File: src/hdl/tcm_defines.svh
`ifndef TCM_DEFINES_SVH
`define TCM_DEFINES_SVH
// Operation
// - both open: cutoff, stop, code 40
// - both closed: no cutoff, running allowed
// - one open: code 41 or 42
// - both channels abnormal: code 43
// - output off within 10 ms
// - exception indication within 280 ms
// - cutoff indication within 100 ms
// - cutoff forces all gate drives inactive
// - start ignored while cutoff active
// - no braking; output removed, motor coasts
// - resume only after new start command

`define TCM_CLK_MHZ 100
`define TCM_TRIG_MS 10
`define TCM_IND_EXC_MS 280
`define TCM_IND_CUT_MS 100
// longest times as whole cycles, less one cycle
`define TCM_TRIG_CYC (`TCM_TRIG_MS * 1000 * `TCM_CLK_MHZ - 1)
`define TCM_IND_EXC_CYC (`TCM_IND_EXC_MS * 1000 * `TCM_CLK_MHZ - 1)
`define TCM_IND_CUT_CYC (`TCM_IND_CUT_MS * 1000 * `TCM_CLK_MHZ - 1)
// default disagreement tolerance: 5 ms, inside the trigger budget
`define TCM_TOL_CYC (5 * 1000 * `TCM_CLK_MHZ)
`define TCM_IND_DLY_CYC 2

`define TCM_CODE_NONE 8'h00
`define TCM_CODE_CUTOFF 8'h28
`define TCM_CODE_EXC_A 8'h29
`define TCM_CODE_EXC_B 8'h2a
`define TCM_CODE_EXC_AB 8'h2b
`endif

File: src/hdl/tcm_pkg.sv
package tcm_pkg;
  typedef enum logic [2:0] {
    TCM_IDLE,
    TCM_RUN,
    TCM_CUTOFF,
    TCM_EXCEPTION
  } tcm_state_t;

  typedef enum logic [1:0] {
    TCM_CH_CLOSED,
    TCM_CH_OPEN,
    TCM_CH_SPLIT_A,
    TCM_CH_SPLIT_B
  } tcm_chan_t;
endpackage

File: src/hdl/tcm_chan_judge.sv
`include "tcm_defines.svh"
module tcm_chan_judge
  import tcm_pkg::*;
#(
  parameter int TOL_CYC = `TCM_TOL_CYC
) (
  input wire logic ref_clk, // system clock
  input wire logic rst_n, // synchronous reset, active low
  input wire logic clk_en, // freezes state while low
  input wire logic safety_input_a, // channel a, high = closed
  input wire logic safety_input_b, // channel b, high = closed
  output tcm_chan_t chan_state, // judged channel state
  output logic split_timeout // disagreement held beyond window
);
  localparam int CW = $clog2(TOL_CYC + 2);
  logic [CW-1:0] cnt_reg, cnt_next;
  logic to_reg, to_next;

  always_comb begin
    cnt_next = cnt_reg;
    to_next = to_reg;
    if (safety_input_a != safety_input_b) begin
      if (cnt_reg >= CW'(TOL_CYC)) begin
        to_next = 1'b1;
      end else begin
        cnt_next = cnt_reg + CW'(1);
      end
    end else begin
      cnt_next = '0;
      to_next = 1'b0;
    end
  end

  always_ff @(posedge ref_clk) begin
    if (!rst_n) begin
      cnt_reg <= '0;
      to_reg <= 1'b0;
    end else if (clk_en) begin
      cnt_reg <= cnt_next;
      to_reg <= to_next;
    end
  end

  always_comb begin
    case ({safety_input_a, safety_input_b})
      2'b11: chan_state = TCM_CH_CLOSED;
      2'b00: chan_state = TCM_CH_OPEN;
      2'b01: chan_state = TCM_CH_SPLIT_A;
      default: chan_state = TCM_CH_SPLIT_B;
    endcase
  end

  assign split_timeout = to_reg;
endmodule

File: src/hdl/tcm_ind_delay.sv
`include "tcm_defines.svh"
module tcm_ind_delay #(
  parameter int DLY = `TCM_IND_DLY_CYC
) (
  input wire logic ref_clk, // system clock
  input wire logic rst_n, // synchronous reset, active low
  input wire logic clk_en, // freezes state while low
  input wire logic [7:0] code_in, // latched fault code
  output logic [7:0] code_out // code shown after fixed delay
);
  logic [7:0] pipe_reg [DLY];
  logic [7:0] pipe_next [DLY];

  always_comb begin
    pipe_next[0] = code_in;
    for (int i = 1; i < DLY; i++) begin
      pipe_next[i] = pipe_reg[i-1];
    end
  end

  always_ff @(posedge ref_clk) begin
    for (int i = 0; i < DLY; i++) begin
      if (!rst_n) begin
        pipe_reg[i] <= `TCM_CODE_NONE;
      end else if (clk_en) begin
        pipe_reg[i] <= pipe_next[i];
      end
    end
  end

  assign code_out = pipe_reg[DLY-1];
endmodule

File: src/hdl/torque_cutoff_monitor.sv
`include "tcm_defines.svh"
module torque_cutoff_monitor
  import tcm_pkg::*;
#(
  parameter int TOL_CYC = `TCM_TOL_CYC,
  parameter int GATES = 6,
  parameter int IND_DLY = `TCM_IND_DLY_CYC
) (
  input wire logic ref_clk, // system clock, 100 mhz
  input wire logic rst_n, // synchronous reset, active low
  input wire logic clk_en, // freezes all state while low
  input wire logic safety_input_a, // channel a contact, high = closed
  input wire logic safety_input_b, // channel b contact, high = closed
  input wire logic start_cmd, // start request, one-cycle pulse
  input wire logic stop_cmd, // normal stop request, one-cycle pulse
  input wire logic fault_reset, // fault reset request, one-cycle pulse
  input wire logic [GATES-1:0] gate_drive_in, // modulator gate commands
  output logic [GATES-1:0] gate_drive_out, // gated power-stage drives
  output logic running, // drive is running
  output logic safe_torque_cutoff, // cutoff active, level
  output logic channel_a_exception, // channel a fault latched
  output logic channel_b_exception, // channel b fault latched
  output logic dual_channel_exception, // both channels fault latched
  output logic [7:0] fault_code // indicated fault code
);
  tcm_chan_t chan_state;
  logic split_timeout;
  tcm_state_t state_reg, state_next;
  logic [7:0] code_reg, code_next;
  logic run_reg, run_next;
  logic [GATES-1:0] gate_reg, gate_next;
  logic exc_a_reg, exc_a_next;
  logic exc_b_reg, exc_b_next;
  logic exc_ab_reg, exc_ab_next;
  logic seen_a_reg, seen_a_next;
  logic seen_b_reg, seen_b_next;
  logic cut_reg, cut_next;
  logic split_hit;

  tcm_chan_judge #(.TOL_CYC(TOL_CYC)) u_judge (
    .ref_clk(ref_clk),
    .rst_n(rst_n),
    .clk_en(clk_en),
    .safety_input_a(safety_input_a),
    .safety_input_b(safety_input_b),
    .chan_state(chan_state),
    .split_timeout(split_timeout)
  );

  tcm_ind_delay #(.DLY(IND_DLY)) u_ind (
    .ref_clk(ref_clk),
    .rst_n(rst_n),
    .clk_en(clk_en),
    .code_in(code_reg),
    .code_out(fault_code)
  );

  // the timeout flag is registered, so in the cycle the channels meet again it
  // is stale; acting on it then would blame a channel that is no longer open
  assign split_hit = split_timeout
    && (chan_state == TCM_CH_SPLIT_A || chan_state == TCM_CH_SPLIT_B);

  // a fault channel seen earlier is remembered so a later swap of the open
  // channel counts as both channels abnormal
  always_comb begin
    state_next = state_reg;
    code_next = code_reg;
    run_next = run_reg;
    exc_a_next = exc_a_reg;
    exc_b_next = exc_b_reg;
    exc_ab_next = exc_ab_reg;
    seen_a_next = seen_a_reg;
    seen_b_next = seen_b_reg;
    cut_next = cut_reg;
    case (state_reg)
      TCM_IDLE: begin
        run_next = 1'b0;
        if (chan_state == TCM_CH_OPEN) begin
          state_next = TCM_CUTOFF;
          code_next = `TCM_CODE_CUTOFF;
          cut_next = 1'b1;
        end else if (chan_state == TCM_CH_CLOSED && start_cmd) begin
          state_next = TCM_RUN;
          run_next = 1'b1;
        end
      end
      TCM_RUN: begin
        if (chan_state == TCM_CH_OPEN) begin
          state_next = TCM_CUTOFF;
          code_next = `TCM_CODE_CUTOFF;
          cut_next = 1'b1;
          run_next = 1'b0;
        end else if (stop_cmd) begin
          state_next = TCM_IDLE;
          run_next = 1'b0;
        end
      end
      TCM_CUTOFF: begin
        run_next = 1'b0;
        if (chan_state == TCM_CH_CLOSED && fault_reset) begin
          state_next = TCM_IDLE;
          code_next = `TCM_CODE_NONE;
          cut_next = 1'b0;
        end
      end
      TCM_EXCEPTION: begin
        run_next = 1'b0;
        if (chan_state == TCM_CH_CLOSED && fault_reset) begin
          state_next = TCM_IDLE;
          code_next = `TCM_CODE_NONE;
          exc_a_next = 1'b0;
          exc_b_next = 1'b0;
          exc_ab_next = 1'b0;
          seen_a_next = 1'b0;
          seen_b_next = 1'b0;
        end
      end
      default: begin
        state_next = TCM_IDLE;
        run_next = 1'b0;
      end
    endcase
    // an exception outranks a plain cutoff and may be raised from any state
    if (split_hit && state_reg != TCM_EXCEPTION) begin
      state_next = TCM_EXCEPTION;
      run_next = 1'b0;
      cut_next = 1'b0;
      if (chan_state == TCM_CH_SPLIT_A) begin
        seen_a_next = 1'b1;
        exc_a_next = 1'b1;
        code_next = `TCM_CODE_EXC_A;
      end else begin
        seen_b_next = 1'b1;
        exc_b_next = 1'b1;
        code_next = `TCM_CODE_EXC_B;
      end
    end else if (split_hit && state_reg == TCM_EXCEPTION) begin
      if (chan_state == TCM_CH_SPLIT_A && seen_b_reg && !exc_ab_reg) begin
        exc_ab_next = 1'b1;
        seen_a_next = 1'b1;
        code_next = `TCM_CODE_EXC_AB;
      end else if (chan_state == TCM_CH_SPLIT_B && seen_a_reg && !exc_ab_reg) begin
        exc_ab_next = 1'b1;
        seen_b_next = 1'b1;
        code_next = `TCM_CODE_EXC_AB;
      end
    end
  end

  // gates are cleared one cycle after the inputs open, far inside 10 ms;
  // no brake pattern is ever substituted, the stage simply goes dark
  always_comb begin
    if (run_next && chan_state == TCM_CH_CLOSED) begin
      gate_next = gate_drive_in;
    end else begin
      gate_next = '0;
    end
  end

  always_ff @(posedge ref_clk) begin
    if (!rst_n) begin
      state_reg <= TCM_IDLE;
      code_reg <= `TCM_CODE_NONE;
      run_reg <= 1'b0;
      gate_reg <= '0;
      exc_a_reg <= 1'b0;
      exc_b_reg <= 1'b0;
      exc_ab_reg <= 1'b0;
      seen_a_reg <= 1'b0;
      seen_b_reg <= 1'b0;
      cut_reg <= 1'b0;
    end else if (clk_en) begin
      state_reg <= state_next;
      code_reg <= code_next;
      run_reg <= run_next;
      gate_reg <= gate_next;
      exc_a_reg <= exc_a_next;
      exc_b_reg <= exc_b_next;
      exc_ab_reg <= exc_ab_next;
      seen_a_reg <= seen_a_next;
      seen_b_reg <= seen_b_next;
      cut_reg <= cut_next;
    end
  end

  assign gate_drive_out = gate_reg;
  assign running = run_reg;
  assign safe_torque_cutoff = cut_reg;
  assign channel_a_exception = exc_a_reg;
  assign channel_b_exception = exc_b_reg;
  assign dual_channel_exception = exc_ab_reg;
endmodule

File: config.mk
export PLATFORM = sky130hd
export DESIGN_NAME = torque_cutoff_monitor
export DESIGN_NICKNAME = d
export VERILOG_FILES = /design/src/hdl/tcm_pkg.sv /design/src/hdl/tcm_chan_judge.sv /design/src/hdl/tcm_ind_delay.sv /design/src/hdl/torque_cutoff_monitor.sv
export VERILOG_INCLUDE_DIRS = /design/src /design/src/hdl
export SDC_FILE = /design/constraint.sdc
export NUM_CORES = 1
export LEC_CHECK = 0
export BUFFER_PORTS_ARGS = -buffer_cell sky130_fd_sc_hd__clkbuf_2
export CORE_MARGIN = 5
export CORE_UTILIZATION = 30
export DETAILED_ROUTE_END_ITERATION = 12
export SYNTH_ARGS = -nofsm -noshare
export SYNTH_HDL_FRONTEND = slang
export SYNTH_SLANG_ARGS = --single-unit
File: constraint.sdc
create_clock -name ref_clk -period 2.31 [get_ports ref_clk]
set_clock_uncertainty 0.1 [all_clocks]
set_input_delay 0.1155 -clock ref_clk [delete_from_list [all_inputs] [get_ports ref_clk]]
set_output_delay 0.1155 -clock ref_clk [all_outputs]
set_load 0.03 [all_outputs]
==> Word level (Yosys, flattened, before mapping) <==
Memory sizes are Yosys's and may differ from the RTL's.
Index checks and enable logic that the tools add are counted.
{ "totals": {"regBits": 44, "ram_bits": 16, "inputBits": 14, "output_inout_bits": 19, "word_cells": 120, "mem_count": 1} }
{ "op_classes": {"add_sub_neg": 1, "order_cmp": 1, "n_eq_ne": 17, "n_mux": 64, "n_bitwise": 2, "reduce_logical": 22} }
{ "memory_table": {"columns": ["memory", "words", "width", "rd", "rd_ports_with_merged_regs", "wr", "line_no", "rtl"], "rows": [
  ["u_ind.pipe_reg", 2, 8, 2, 0, 2, "tcm_ind_delay.sv:11", "logic [7:0] pipe_reg [DLY];"]
]} }
{ "op_table": {"columns": ["operator", "count"], "rows": [
  ["2-to-1 mux 8 bit", 8],
  ["2-to-1 mux 1 bit", 41],
  ["2-to-1 mux 19 bit", 2],
  ["adder 19 x 1 -> 19 bit (second input constant)", 1],
  [">= comparator 19 bit (second input constant)", 1],
  ["2-to-1 mux 3 bit", 6],
  ["one-hot mux 8 bit (2 select lines)", 1],
  ["logical AND 1 bit", 10],
  ["one-hot mux 3 bit (3 select lines)", 1],
  ["inequality test 4 bit (second input constant)", 2],
  ["AND reduction 4 bit", 2],
  ["equality test 2 bit (second input constant)", 3],
  ["equality test 3 x 2 -> 1 bit (second input constant)", 2],
  ["2-to-1 mux 6 bit", 1],
  ["inequality test 3 x 1 -> 1 bit (second input constant)", 2],
  ["one-hot mux 2 bit (3 select lines)", 1],
  ["equality test 2 x 1 -> 1 bit (second input constant)", 2],
  ["zero test 2 bit", 2],
  ["inequality test 2 bit (second input constant)", 2],
  ["one-hot mux 1 bit (2 select lines)", 2],
  ["AND reduction 2 bit", 2],
  ["OR reduction 2 bit", 2],
  ["equality test 3 x 1 -> 1 bit (second input constant)", 1],
  ["zero test 3 bit", 1],
  ["other kinds (8)", 9]
]} }

==> Depth between registers and ports, before layout <==
Gate-level depths: netlist (run 1).
{ "depth": {"word_depth": 10, "ltp_mapped": 8, "ltp_nobuf": 7} }

==> By module <==
From an unflattened synthesis (run 1), not the netlist that was laid out.
{ "unflattened": {"hier_cells": 314, "area_unflattened_um2": 3022.9} }
{ "by_module_without_submodules": {"columns": ["module", "n_inst", "cells_per_inst", "area_per_inst_um2", "seq_area_each_um2"], "rows": [
  ["tcm_chan_judge", 1, 151, 1206.2, 400.4],
  ["torque_cutoff_monitor", 1, 128, 1203.7, 460.4],
  ["tcm_ind_delay", 1, 35, 613.1, 480.5]
]} }

==> Worst setup path after synthesis (run 1) <==
No wires, ideal clock.
{ "synth_timing": {"kind": "register to register", "from": "register u_judge.cnt_reg[13]", "to": "register u_judge.cnt_reg[7]", "setup_time_ns": 0.070, "arrival_time_ns": 1.619, "t_required_ns": 2.140, "setup_slack_ns": 0.520, "path_stages_with_launch": 7, "path_cell_list": "dfxtp_1 > or3b_1 > a211o_2 > a21bo_1 > buf_6 > a31o_2 > a21oi_1"} }
{ "synth_via": {"elab_chain_len": 3} }
{ "synth_lines": {"columns": ["item", "line_no", "rtl"], "rows": [
  ["from (decl)", "tcm_chan_judge.sv:16", "logic [CW-1:0] cnt_reg, cnt_next;"],
  ["from (signal assigned)", "tcm_chan_judge.sv:39", "cnt_reg <= cnt_next;"],
  [">= comparator 19 bit", "tcm_chan_judge.sv:23", "if (cnt_reg >= CW'(TOL_CYC)) begin"],
  ["inequality test 2 bit (no line)", null, null],
  ["AND reduction 2 bit (no line)", null, null]
]} }
Every way passes these cells.
A chain may end at the register's enable or synchronous reset.

==> Worst setup path after layout (run 1) <==
{ "layout_timing": {"from": "register u_judge.cnt_reg[13]", "to": "register u_judge.cnt_reg[0]"} }
Same word-level chain as after synthesis.

==> results by group, run 1 <==
Outcome
  – Outcome: finished, final reports clean

STA
  – Fmax: 502 MHz
  – Minimum clock period: 1.99 ns
  – Final hold vios: 0
  – Final number of setup-violating endpoints: 0
  – Fin. max-slew vios: 0
  – Setup TNS: 0 ns
  – Slew headroom: 0.591
  – RSZ-0062 raised after global routing: no
  – Measured slew at the worst slew-check pin: 0.612 ns
  – Final worst-path cycle share: 0.862
  – WHS: 0.160 ns

Cells and area
  – Share of cells above drive strength 1: 0.195
  – Antenna Cells: 0
  – Filler Cells Inserted: 929
  – Multi-input logic area: 0.00128 mm^2
  – Register area: 0.00134 mm^2
  – Core Util, Final: 0.366
  – Synthesis-to-finish area growth: 20.7%
  – Post-layout nets: 348
  – Largest register FFs: 19

Logic synthesis
  – Register area share after synthesis: 0.486
  – Avg Cell Area, Syn: 9.69 um^2
  – Mapped Nets: 305
  – Post-synth top area cell: dfxtp_1
  – Async SR Flop Fraction: 0
  – Register bit total from synthesis: 59
  – Unique masters post-synth: 54
  – Post-Synthesis Cells: 285
  – Post-synth top cells: dfxtp_1 (43), nand2_1 (23), a21oi_1 (21), and3_1 (19), edfxtp_1 (16)
  – Ys flop type: dfxtp_1
  – Cell with the most instances after synthesis: dfxtp_1
  – Syn Std Cell Area: 0.00276 mm^2
  – Synth Warn #: 0
  – Synth area leaders: dfxtp_1 (31%), edfxtp_1 (17%), and3_1 (4.3%)
  – Number of synthesized flops with an enable pin: 16
  – Top cell type's share of synthesized area: 0.312

Run
  – # Max-Cap Violations: 0

Min path
  – Worst hold path class: input pin to flop

Clock network
  – Clock transition at path regs: 0.07 ns
  – Clock sink count: 59
  – Post-cts gate resize count: 0
  – Clock Latency Late Sink: 0.34 ns
  – CTS root buffer: clkbuf_8
  – Inserted Clock Buffers: 9
  – CTS tree: yes
  – H-Tree Level Count: 3
  – Clock buffer depth: 2

Route
  – Pre-antenna DRT Iters: 4
  – Post-DRT Antenna Nets: 0
  – Vias: 2,270
  – Wire per inst: 13.5 um
  – Via/cell ratio: 5.11
  – DRC Markers: 0
  – Final wirelength: 5.98 mm
  – Initial DRC count: 119

Floorplan
  – Initial core utilization: 0.303
  – I/O pin total: 33
  – Die height: 106 um
  – # rows: 35
  – Die Area: 0.0112 mm^2
  – Die X: 106 um
  – Total core area: 0.00911 mm^2

Setup path
  – Setup crit end kind: flop
  – Bufs and invs on worst path: 0
  – CP Class: flop to flop
  – Crit-path leading delay family: compound AO/OA/AOI/OAI gates
  – WP data required: 2.43 ns
  – Worst path slowest cell: dfxtp_1
  – Slowest stage delay, CP: 0.42 ns
  – CP Launch Type: flop
  – CP max FO: 6
  – Worst path cell trace: or3b_1, a211o_2, a21boi_0, or3_1, a21oi_1
  – Worst path arrival time: 2.11 ns

Global route
  – Initial antenna violation count: 0
  – Largest net degree at the start of global routing: 23
  – Wire length of the first global-routing pass: 10.5 mm
  – Overall global routing resource usage: 0.117
  – Total grt overflow: 0
  – Vias in the first global route: 2,187

Power and ir drop
  – PwrDens: 681 mW/mm^2
  – Static Leak: 0.00133 uW
  – Worst VDD drop: 0.000280 V

Placement
  – Hpwl dp: 4.14 mm
  – GPL Wtd Cong: 0.779
  – # port buffers: 32
==> cell usage in the layout (no fill, tap or decap), types with 8 or more instances in the layout <==
cell type  instances
or4_1             11
o31ai_1           13
nor2_1            15
and3_1            19
a21oi_1           21
clkbuf_2          32
inv_1             13
clkbuf_8           9
dfxtp_1           43
a22o_1             8
nand3_1           10
edfxtp_1          16
buf_4              9
o21ai_0            8
nand2_1           23
==> power breakdown <==
group / switching (uW) / internal [uW]
combinational: 93.3 / 50.7
clock: 424 / 609
sequential: 12.1 / 1080
==> per-layer routing <==
metal / vias up / wire length, um / track usage
met2: 41 / 2640 / 0.176
li1: 1160 / - / -
met3: 11 / 273 / 0.0370
met5: - / 0 / 0
met1: 1058 / 2920 / 0.153
met4: 0 / 148 / 0.0555
==> stage by stage <==
stage               setup slack [ns]  power, uW  cell area, um^2  std cells
floorplan                      0.520       1210             2760        285
global route                   0.139       2380             3330        444
finish                         0.318       2270             3330        444
CTS                            0.328       2310             3330        444
detailed placement             0.289       1260             3060        422
global placement               0.328       1250             3060        422
==> repair_timing <==
item / in CTS / in global routing
hold buffers: 6 / 0
buffers inserted: 0 / 0
endpoints found under the hold margin: 6 / 0
==> area by class of cell <==
class | instances | share of cell area
clock inverters | 6 | 0.0270
repair buffers | 48 | 0.0923
well taps | 111 | 0.0417
multi-input cells | 197 | 0.384
clock buffers | 10 | 0.0383
inverters | 13 | 0.0146
flip-flops and latches | 59 | 0.402
==> path summary, 6_finish.rpt <==
kind | startpoint | end | slack, ns | cells past startpoint
min | stop_cmd | running$_SDFFE_PN0P_ | 0.16 | 4
max reg2reg | u_judge.cnt_reg[13]$_SDFFE_PN0P_ | u_judge.cnt_reg[0]$_SDFFE_PN0P_ | 0.32 | 5
min reg2reg | code_reg[7]$_SDFFE_PN0P_ | code_reg[7]$_SDFFE_PN0P_ | 0.33 | 2
max | u_judge.cnt_reg[13]$_SDFFE_PN0P_ | u_judge.cnt_reg[0]$_SDFFE_PN0P_ | 0.32 | 5
==> kinds of logic after synthesis <==
kind of cell,Yosys count,share of synthesized area
AOI/OAI and AO/OA,81,0.207
adders and majority gates,6,0.0272
buffers and inverters,29,0.0512
DFF,59,0.486
muxes,1,0.00362
and+or+nand+nor,109,0.226
==> worst reg2reg max path: cells and delay by family, from the launching register on <==
| kind | cells | cell delay (ns) |
|---|---|---|
| DFF | 1 | 0.42 |
| and+or+nand+nor | 2 | 0.55 |
| AOI/OAI and AO/OA | 3 | 0.80 |
No activity file was read; power rests on OpenSTA's default activity.
==> inputs of run 2 (changes only) <==
--- a/config.mk
+++ b/config.mk
@@ -10,6 +10,8 @@
 export CORE_MARGIN = 5
 export CORE_UTILIZATION = 30
 export DETAILED_ROUTE_END_ITERATION = 12
+export MAX_ROUTING_LAYER = met4
 export SYNTH_ARGS = -nofsm -noshare
 export SYNTH_HDL_FRONTEND = slang
 export SYNTH_SLANG_ARGS = --single-unit
+export TNS_END_PERCENT = 5
==> constraint.sdc (replaced) <==
create_clock -name ref_clk -period 2.31 [get_ports ref_clk]
set_clock_uncertainty 0.1 [all_clocks]
set_input_delay 0.1155 -clock ref_clk [delete_from_list [all_inputs] [get_ports ref_clk]]
set_output_delay 0.1155 -clock ref_clk [all_outputs]
set_load 0.02 [all_outputs]
==> run 2 against run 1 <==
Combinational power down 5%. Non-clock buffer count did not move. Cell area unchanged. Count of clock-buffer cells in the layout unchanged. Sequential power hardly changed. Via count decreased by 0.22%. Critical path type unchanged. Largest power group unchanged.
==> results by group, run 2 (synthesis results as in run 1) <==
Outcome
  – Outcome: finished, final reports clean

Cells and area
  – Share of cells above drive strength 1: 0.195
  – Post-layout nets: 348
  – Synthesis-to-finish area growth: 20.7%
  – Most common cell after layout, fill and taps aside: dfxtp_1
  – Commonest non-fill, non-tap cells in the layout: dfxtp_1 (43), clkbuf_2 (32), nand2_1 (23)
  – Multi-input logic area: 0.00128 mm^2
  – Layout Cells excl Fill: 444
  – Largest register FFs: 19
  – Filler Cells Inserted: 929
  – Register area: 0.00134 mm^2
  – Antenna Cells: 0

Global route
  – Initial antenna violation count: 0
  – Wire length of the first global-routing pass: 10.5 mm
  – Vias in the first global route: 2,193
  – Total grt overflow: 0
  – Largest net degree at the start of global routing: 23
  – Overall global routing resource usage: 0.120

Floorplan
  – I/O pin total: 33
  – Initial core utilization: 0.303
  – Die Area: 0.0112 mm^2
  – # rows: 35
  – Die height: 106 um
  – Die X: 106 um
  – Total core area: 0.00911 mm^2

STA
  – Fin. max-slew vios: 0
  – Final hold vios: 0
  – Setup ws final: 0.318 ns
  – Final number of setup-violating endpoints: 0
  – Measured slew at the worst slew-check pin: 0.611 ns
  – Fmax: 502 MHz
  – Final worst-path cycle share: 0.862
  – WHS: 0.157 ns
  – Setup TNS: 0 ns
  – Slew headroom: 0.592
  – Minimum clock period: 1.99 ns
  – RSZ-0062 raised after global routing: no

Clock network
  – CTS root buffer: clkbuf_8
  – H-Tree Level Count: 3
  – Clock buffer depth: 2
  – Clock sink count: 59
  – Clock transition at path regs: 0.07 ns
  – Post-cts gate resize count: 0
  – Inserted Clock Buffers: 9
  – Clock Latency Late Sink: 0.34 ns
  – CTS tree: yes

Setup path
  – CP Class: flop to flop
  – Reg-to-Reg Start: u_judge.cnt_reg[13]$_SDFFE_PN0P_
  – WP data required: 2.43 ns
  – Slowest stage delay, CP: 0.42 ns
  – R2R setup slack: 0.32 ns
  – Worst path slowest cell: dfxtp_1
  – Worst path cell trace: or3b_1, a211o_2, a21boi_0, or3_1, a21oi_1
  – CP max FO: 6
  – Setup crit end kind: flop
  – CP Launch Type: flop
  – Worst reg2reg path depth: 5
  – Worst path arrival time: 2.12 ns
  – Reg2Reg Capture Point: u_judge.cnt_reg[0]$_SDFFE_PN0P_

Run
  – # Max-Cap Violations: 0

Placement
  – Hpwl dp: 4.14 mm
  – GPL Wtd Cong: 0.789
  – DP Worst Slack: 0.289 ns
  – Placed Cells: 422
  – # port buffers: 32

Route
  – Wire per inst: 13.5 um
  – Final wirelength: 5.99 mm
  – Initial DRC count: 124
  – DRC Markers: 0
  – Via/cell ratio: 5.10
  – Vias: 2,265
  – Post-DRT Antenna Nets: 0
  – Pre-antenna DRT Iters: 4

Power and ir drop
  – Static Leak: 0.00133 uW
  – Worst VDD drop: 0.000284 V
  – PwrDens: 681 mW/mm^2

Min path
  – Hold depth: 4
  – Hold Crit Start: stop_cmd
  – Worst hold path class: input pin to flop
  – Hold worst-path end: running$_SDFFE_PN0P_
==> run 2: worst max-delay path by stage <==
| stage | startpoint | endpoint | slack (ns) | cells past startpoint |
|---|---|---|---|---|
| 4_1_cts | u_judge.cnt_reg[13]$_SDFFE_PN0P_ | u_judge.cnt_reg[0]$_SDFFE_PN0P_ | 0.33 | 5 |
| 6_report | u_judge.cnt_reg[13]$_SDFFE_PN0P_ | u_judge.cnt_reg[0]$_SDFFE_PN0P_ | 0.32 | 5 |
| 3_5_place_dp | rst_n | code_reg[0]$_SDFFE_PN0P_ | 0.29 | 5 |
| 5_1_grt | u_judge.cnt_reg[5]$_SDFFE_PN0P_ | u_judge.cnt_reg[8]$_SDFFE_PN0P_ | 0.14 | 6 |
| 2_1_floorplan | u_judge.cnt_reg[13]$_SDFFE_PN0P_ | u_judge.cnt_reg[7]$_SDFFE_PN0P_ | 0.52 | 6 |
| 3_3_place_gp | safety_input_a | code_reg[6]$_SDFFE_PN0P_ | 0.33 | 8 |
==> run 2: area by class of cell <==
cell class | count | share of cell area
tap | 111 | 0.0417
sequential | 59 | 0.402
inverter | 13 | 0.0146
multi-input combinational | 197 | 0.384
clock buffer | 10 | 0.0383
timing repair buffer | 48 | 0.0923
clock inverter | 6 | 0.0270
==> run 2: critical path: cells and delay by family (launching register included) <==
| family | cells | cell delay, ns |
|---|---|---|
| flops | 1 | 0.42 |
| simple gates | 2 | 0.55 |
| compound gates | 3 | 0.80 |
==> run 2: per-layer routing <==
layer	share of wire	GRT usage	vias up
met5	0	-	-
met4	0.023	0.0555	0
met2	0.44	0.177	44
met3	0.046	0.0370	8
met1	0.49	0.152	1054
li1	-	-	1159
==> run 2: through the flow <==
stage	util	total power, uW	instance area, um^2
after floorplan	-	1200	2760
after global placement	0.336	1250	3060
after detailed placement	0.336	1250	3060
after CTS	0.366	2300	3330
after global routing	0.366	2370	3330
final	0.366	2270	3330
==> run 2: where the power goes <==
part | internal, uW | total (uW) | switching (uW) | leakage, uW
clock network | 609 | 1040 | 429 | 0.000106
logic | 50.7 | 137 | 86.1 | 0.000699
registers | 1080 | 1100 | 12.1 | 0.000524
total | 1740 | 2270 | 527 | 0.00133
==> run 2: timing repair <==
| action | 4_1_cts | 5_1_grt |
|---|---|---|
| hold buffers | 6 | 0 |
| setup buffers | 0 | 0 |
| endpoints found under the hold margin | 6 | 0 |
==> inputs of run 3 (changes only) <==
--- a/config.mk
+++ b/config.mk
@@ -11,6 +11,7 @@
 export CORE_UTILIZATION = 30
 export DETAILED_ROUTE_END_ITERATION = 12
 export MAX_ROUTING_LAYER = met4
+export PLACE_DENSITY_LB_ADDON = 0.15
 export SYNTH_ARGS = -nofsm -noshare
 export SYNTH_HDL_FRONTEND = slang
 export SYNTH_SLANG_ARGS = --single-unit
==> run 3 against run 2 <==
Combinational power barely moved. Cell count increased by 0.45%. Cell area increased by 0.23%. Sequential power about the same. Die area is the same. Sequential share of layout area decreased by 0.090 points. Critical endpoint is now u_judge.cnt_reg[8]$_SDFFE_PN0P_. Non-clock buffer count up 2. Via count rose by 1.5%. Fmax rose by 1.1%. Core utilization increased by 0.083 points. Routed wire length is 4.4% higher.
==> results by group, run 3 (synthesis results as in run 1) <==
Setup path
  – Setup crit end kind: flop
  – Worst path cell trace: o21a_1, nor2_1, a21boi_4, buf_4, or4_1, a21oi_1
  – Bufs and invs on worst path: 1
  – Worst path arrival time: 2.14 ns
  – CP max FO: 14
  – Worst path slowest cell: or4_1
  – Crit-path leading delay family: simple AND/OR/NAND/NOR gates
  – Slowest stage delay, CP: 0.52 ns
  – CP Launch Type: flop
  – CP Class: flop to flop
  – WP data required: 2.48 ns
  – R2R setup slack: 0.34 ns

STA
  – Minimum clock period: 1.97 ns
  – Setup TNS: 0 ns
  – Final number of setup-violating endpoints: 0
  – Final worst-path cycle share: 0.853
  – Fin. max-slew vios: 0
  – Final hold vios: 0
  – Slew headroom: 0.529
  – RSZ-0062 raised after global routing: no
  – Measured slew at the worst slew-check pin: 0.698 ns
  – Fmax: 508 MHz

Clock network
  – Clock buffer depth: 2
  – H-Tree Level Count: 3
  – Inserted Clock Buffers: 9
  – Post-cts gate resize count: 0
  – CTS root buffer: clkbuf_8
  – CTS tree: yes
  – Clock transition at path regs: 0.08 ns
  – Setup Buffers After CTS: 0
  – Clock Latency Late Sink: 0.33 ns
  – CTS Hold Bufs: 6
  – Clock sink count: 59

Global route
  – Vias in the first global route: 2,213
  – Largest net degree at the start of global routing: 21
  – Initial antenna violation count: 0
  – Overall global routing resource usage: 0.121
  – Total grt overflow: 0
  – Wire length of the first global-routing pass: 10.6 mm

Cells and area
  – Post-route cell area: 0.00334 mm^2
  – Post-layout nets: 350
  – Antenna Cells: 0
  – Most common cell after layout, fill and taps aside: dfxtp_1
  – Synthesis-to-finish area growth: 21.0%
  – Largest register FFs: 19
  – Commonest non-fill, non-tap cells in the layout: dfxtp_1 (43), clkbuf_2 (32), nand2_1 (23)
  – Share of cells above drive strength 1: 0.203
  – Filler Cells Inserted: 925

Min path
  – Worst hold path class: input pin to flop

Outcome
  – Outcome: finished, final reports clean

Route
  – Wire per inst: 14.0 um
  – Post-DRT Antenna Nets: 0
  – Via/cell ratio: 5.15
  – DRC Markers: 0
  – Initial DRC count: 120
  – Vias: 2,298
  – Final wirelength: 6.25 mm
  – Pre-antenna DRT Iters: 4

Floorplan
  – Die Area: 0.0112 mm^2
  – Die X: 106 um
  – Die height: 106 um
  – Total core area: 0.00911 mm^2
  – Initial core utilization: 0.303
  – # rows: 35
  – I/O pin total: 33

Power and ir drop
  – Seq pwr share: 0.478
  – Net switching power figure: 546 uW
  – Internal: 1750 uW
  – Sw Share: 0.238
  – Static Leak: 0.00134 uW
  – Worst VDD drop: 0.000351 V
  – Power share of the combinational group: 0.060
  – Clk pwr share: 0.462
  – PwrDens: 687 mW/mm^2

Placement
  – # port buffers: 32
  – GPL Wtd Cong: 0.747
  – Hpwl dp: 4.28 mm
  – Area after DPL: 0.00306 mm^2

Run
  – # Max-Cap Violations: 0
-- run 3: worst register-to-register path, cell delays in order (launching register included) --
cell      delay [ns]
dfxtp_1         0.37
o21a_1          0.20
nor2_1          0.27
a21boi_4        0.10
buf_4           0.19
or4_1           0.52
a21oi_1         0.16
-- run 3: worst paths after layout --
kind / startpoint / endpoint / cells past startpoint
setup / recovery: u_judge.cnt_reg[11]$_SDFFE_PN0P_ / u_judge.cnt_reg[8]$_SDFFE_PN0P_ / 6
hold / removal: rst_n / seen_a_reg$_SDFFE_PN0P_ / 2
setup reg to reg: u_judge.cnt_reg[11]$_SDFFE_PN0P_ / u_judge.cnt_reg[8]$_SDFFE_PN0P_ / 6
hold reg to reg: code_reg[7]$_SDFFE_PN0P_ / code_reg[7]$_SDFFE_PN0P_ / 2
-- run 3: stage by stage --
step | hold WS [ns] | utilization | setup WS (ns) | power, uW | cells
5_1_grt | 0.0853 | 0.367 | 0.181 | 2400 | 446
4_1_cts | 0.0815 | 0.367 | 0.337 | 2340 | 446
3_3_place_gp | 0.224 | 0.336 | 0.123 | 1250 | 424
6_report | 0.0872 | 0.367 | 0.340 | 2290 | 446
2_1_floorplan | 0.141 | - | 0.520 | 1200 | 285
3_5_place_dp | 0.235 | 0.336 | 0.153 | 1250 | 424
-- run 3: final cells by class --
| class | instances | area, um^2 | share of cell area |
|---|---|---|---|
| Clock buffer | 9 | 124 | 0.0371 |
| Inverter | 13 | 48.8 | 0.0146 |
| Sequential cell | 59 | 1340 | 0.401 |
| Clock inverter | 7 | 98.8 | 0.0296 |
| Multi-Input combinational cell | 197 | 1280 | 0.383 |
| Tap cell | 111 | 139 | 0.0416 |
| Timing Repair Buffer | 50 | 310 | 0.0928 |
-- run 3: routing by layer --
metal,global-route usage,vias to the layer above,routed length (um)
li1,-,1169,-
met1,0.154,1074,3100
met2,0.186,49,2840
met3,0.0328,6,247
met4,0.0453,0,65
met5,-,-,0
-- run 3: power groups by stage --
| stage | logic (uW) | registers (uW) | clock network, uW |
|---|---|---|---|
| 2_1_floorplan | 72.3 | 1130 | 0 |
| 3_3_place_gp | 133 | 1120 | 0 |
| 3_5_place_dp | 132 | 1120 | 0 |
| 4_1_cts | 140 | 1100 | 1100 |
| 5_1_grt | 156 | 1100 | 1150 |
| 6_report | 138 | 1100 | 1060 |
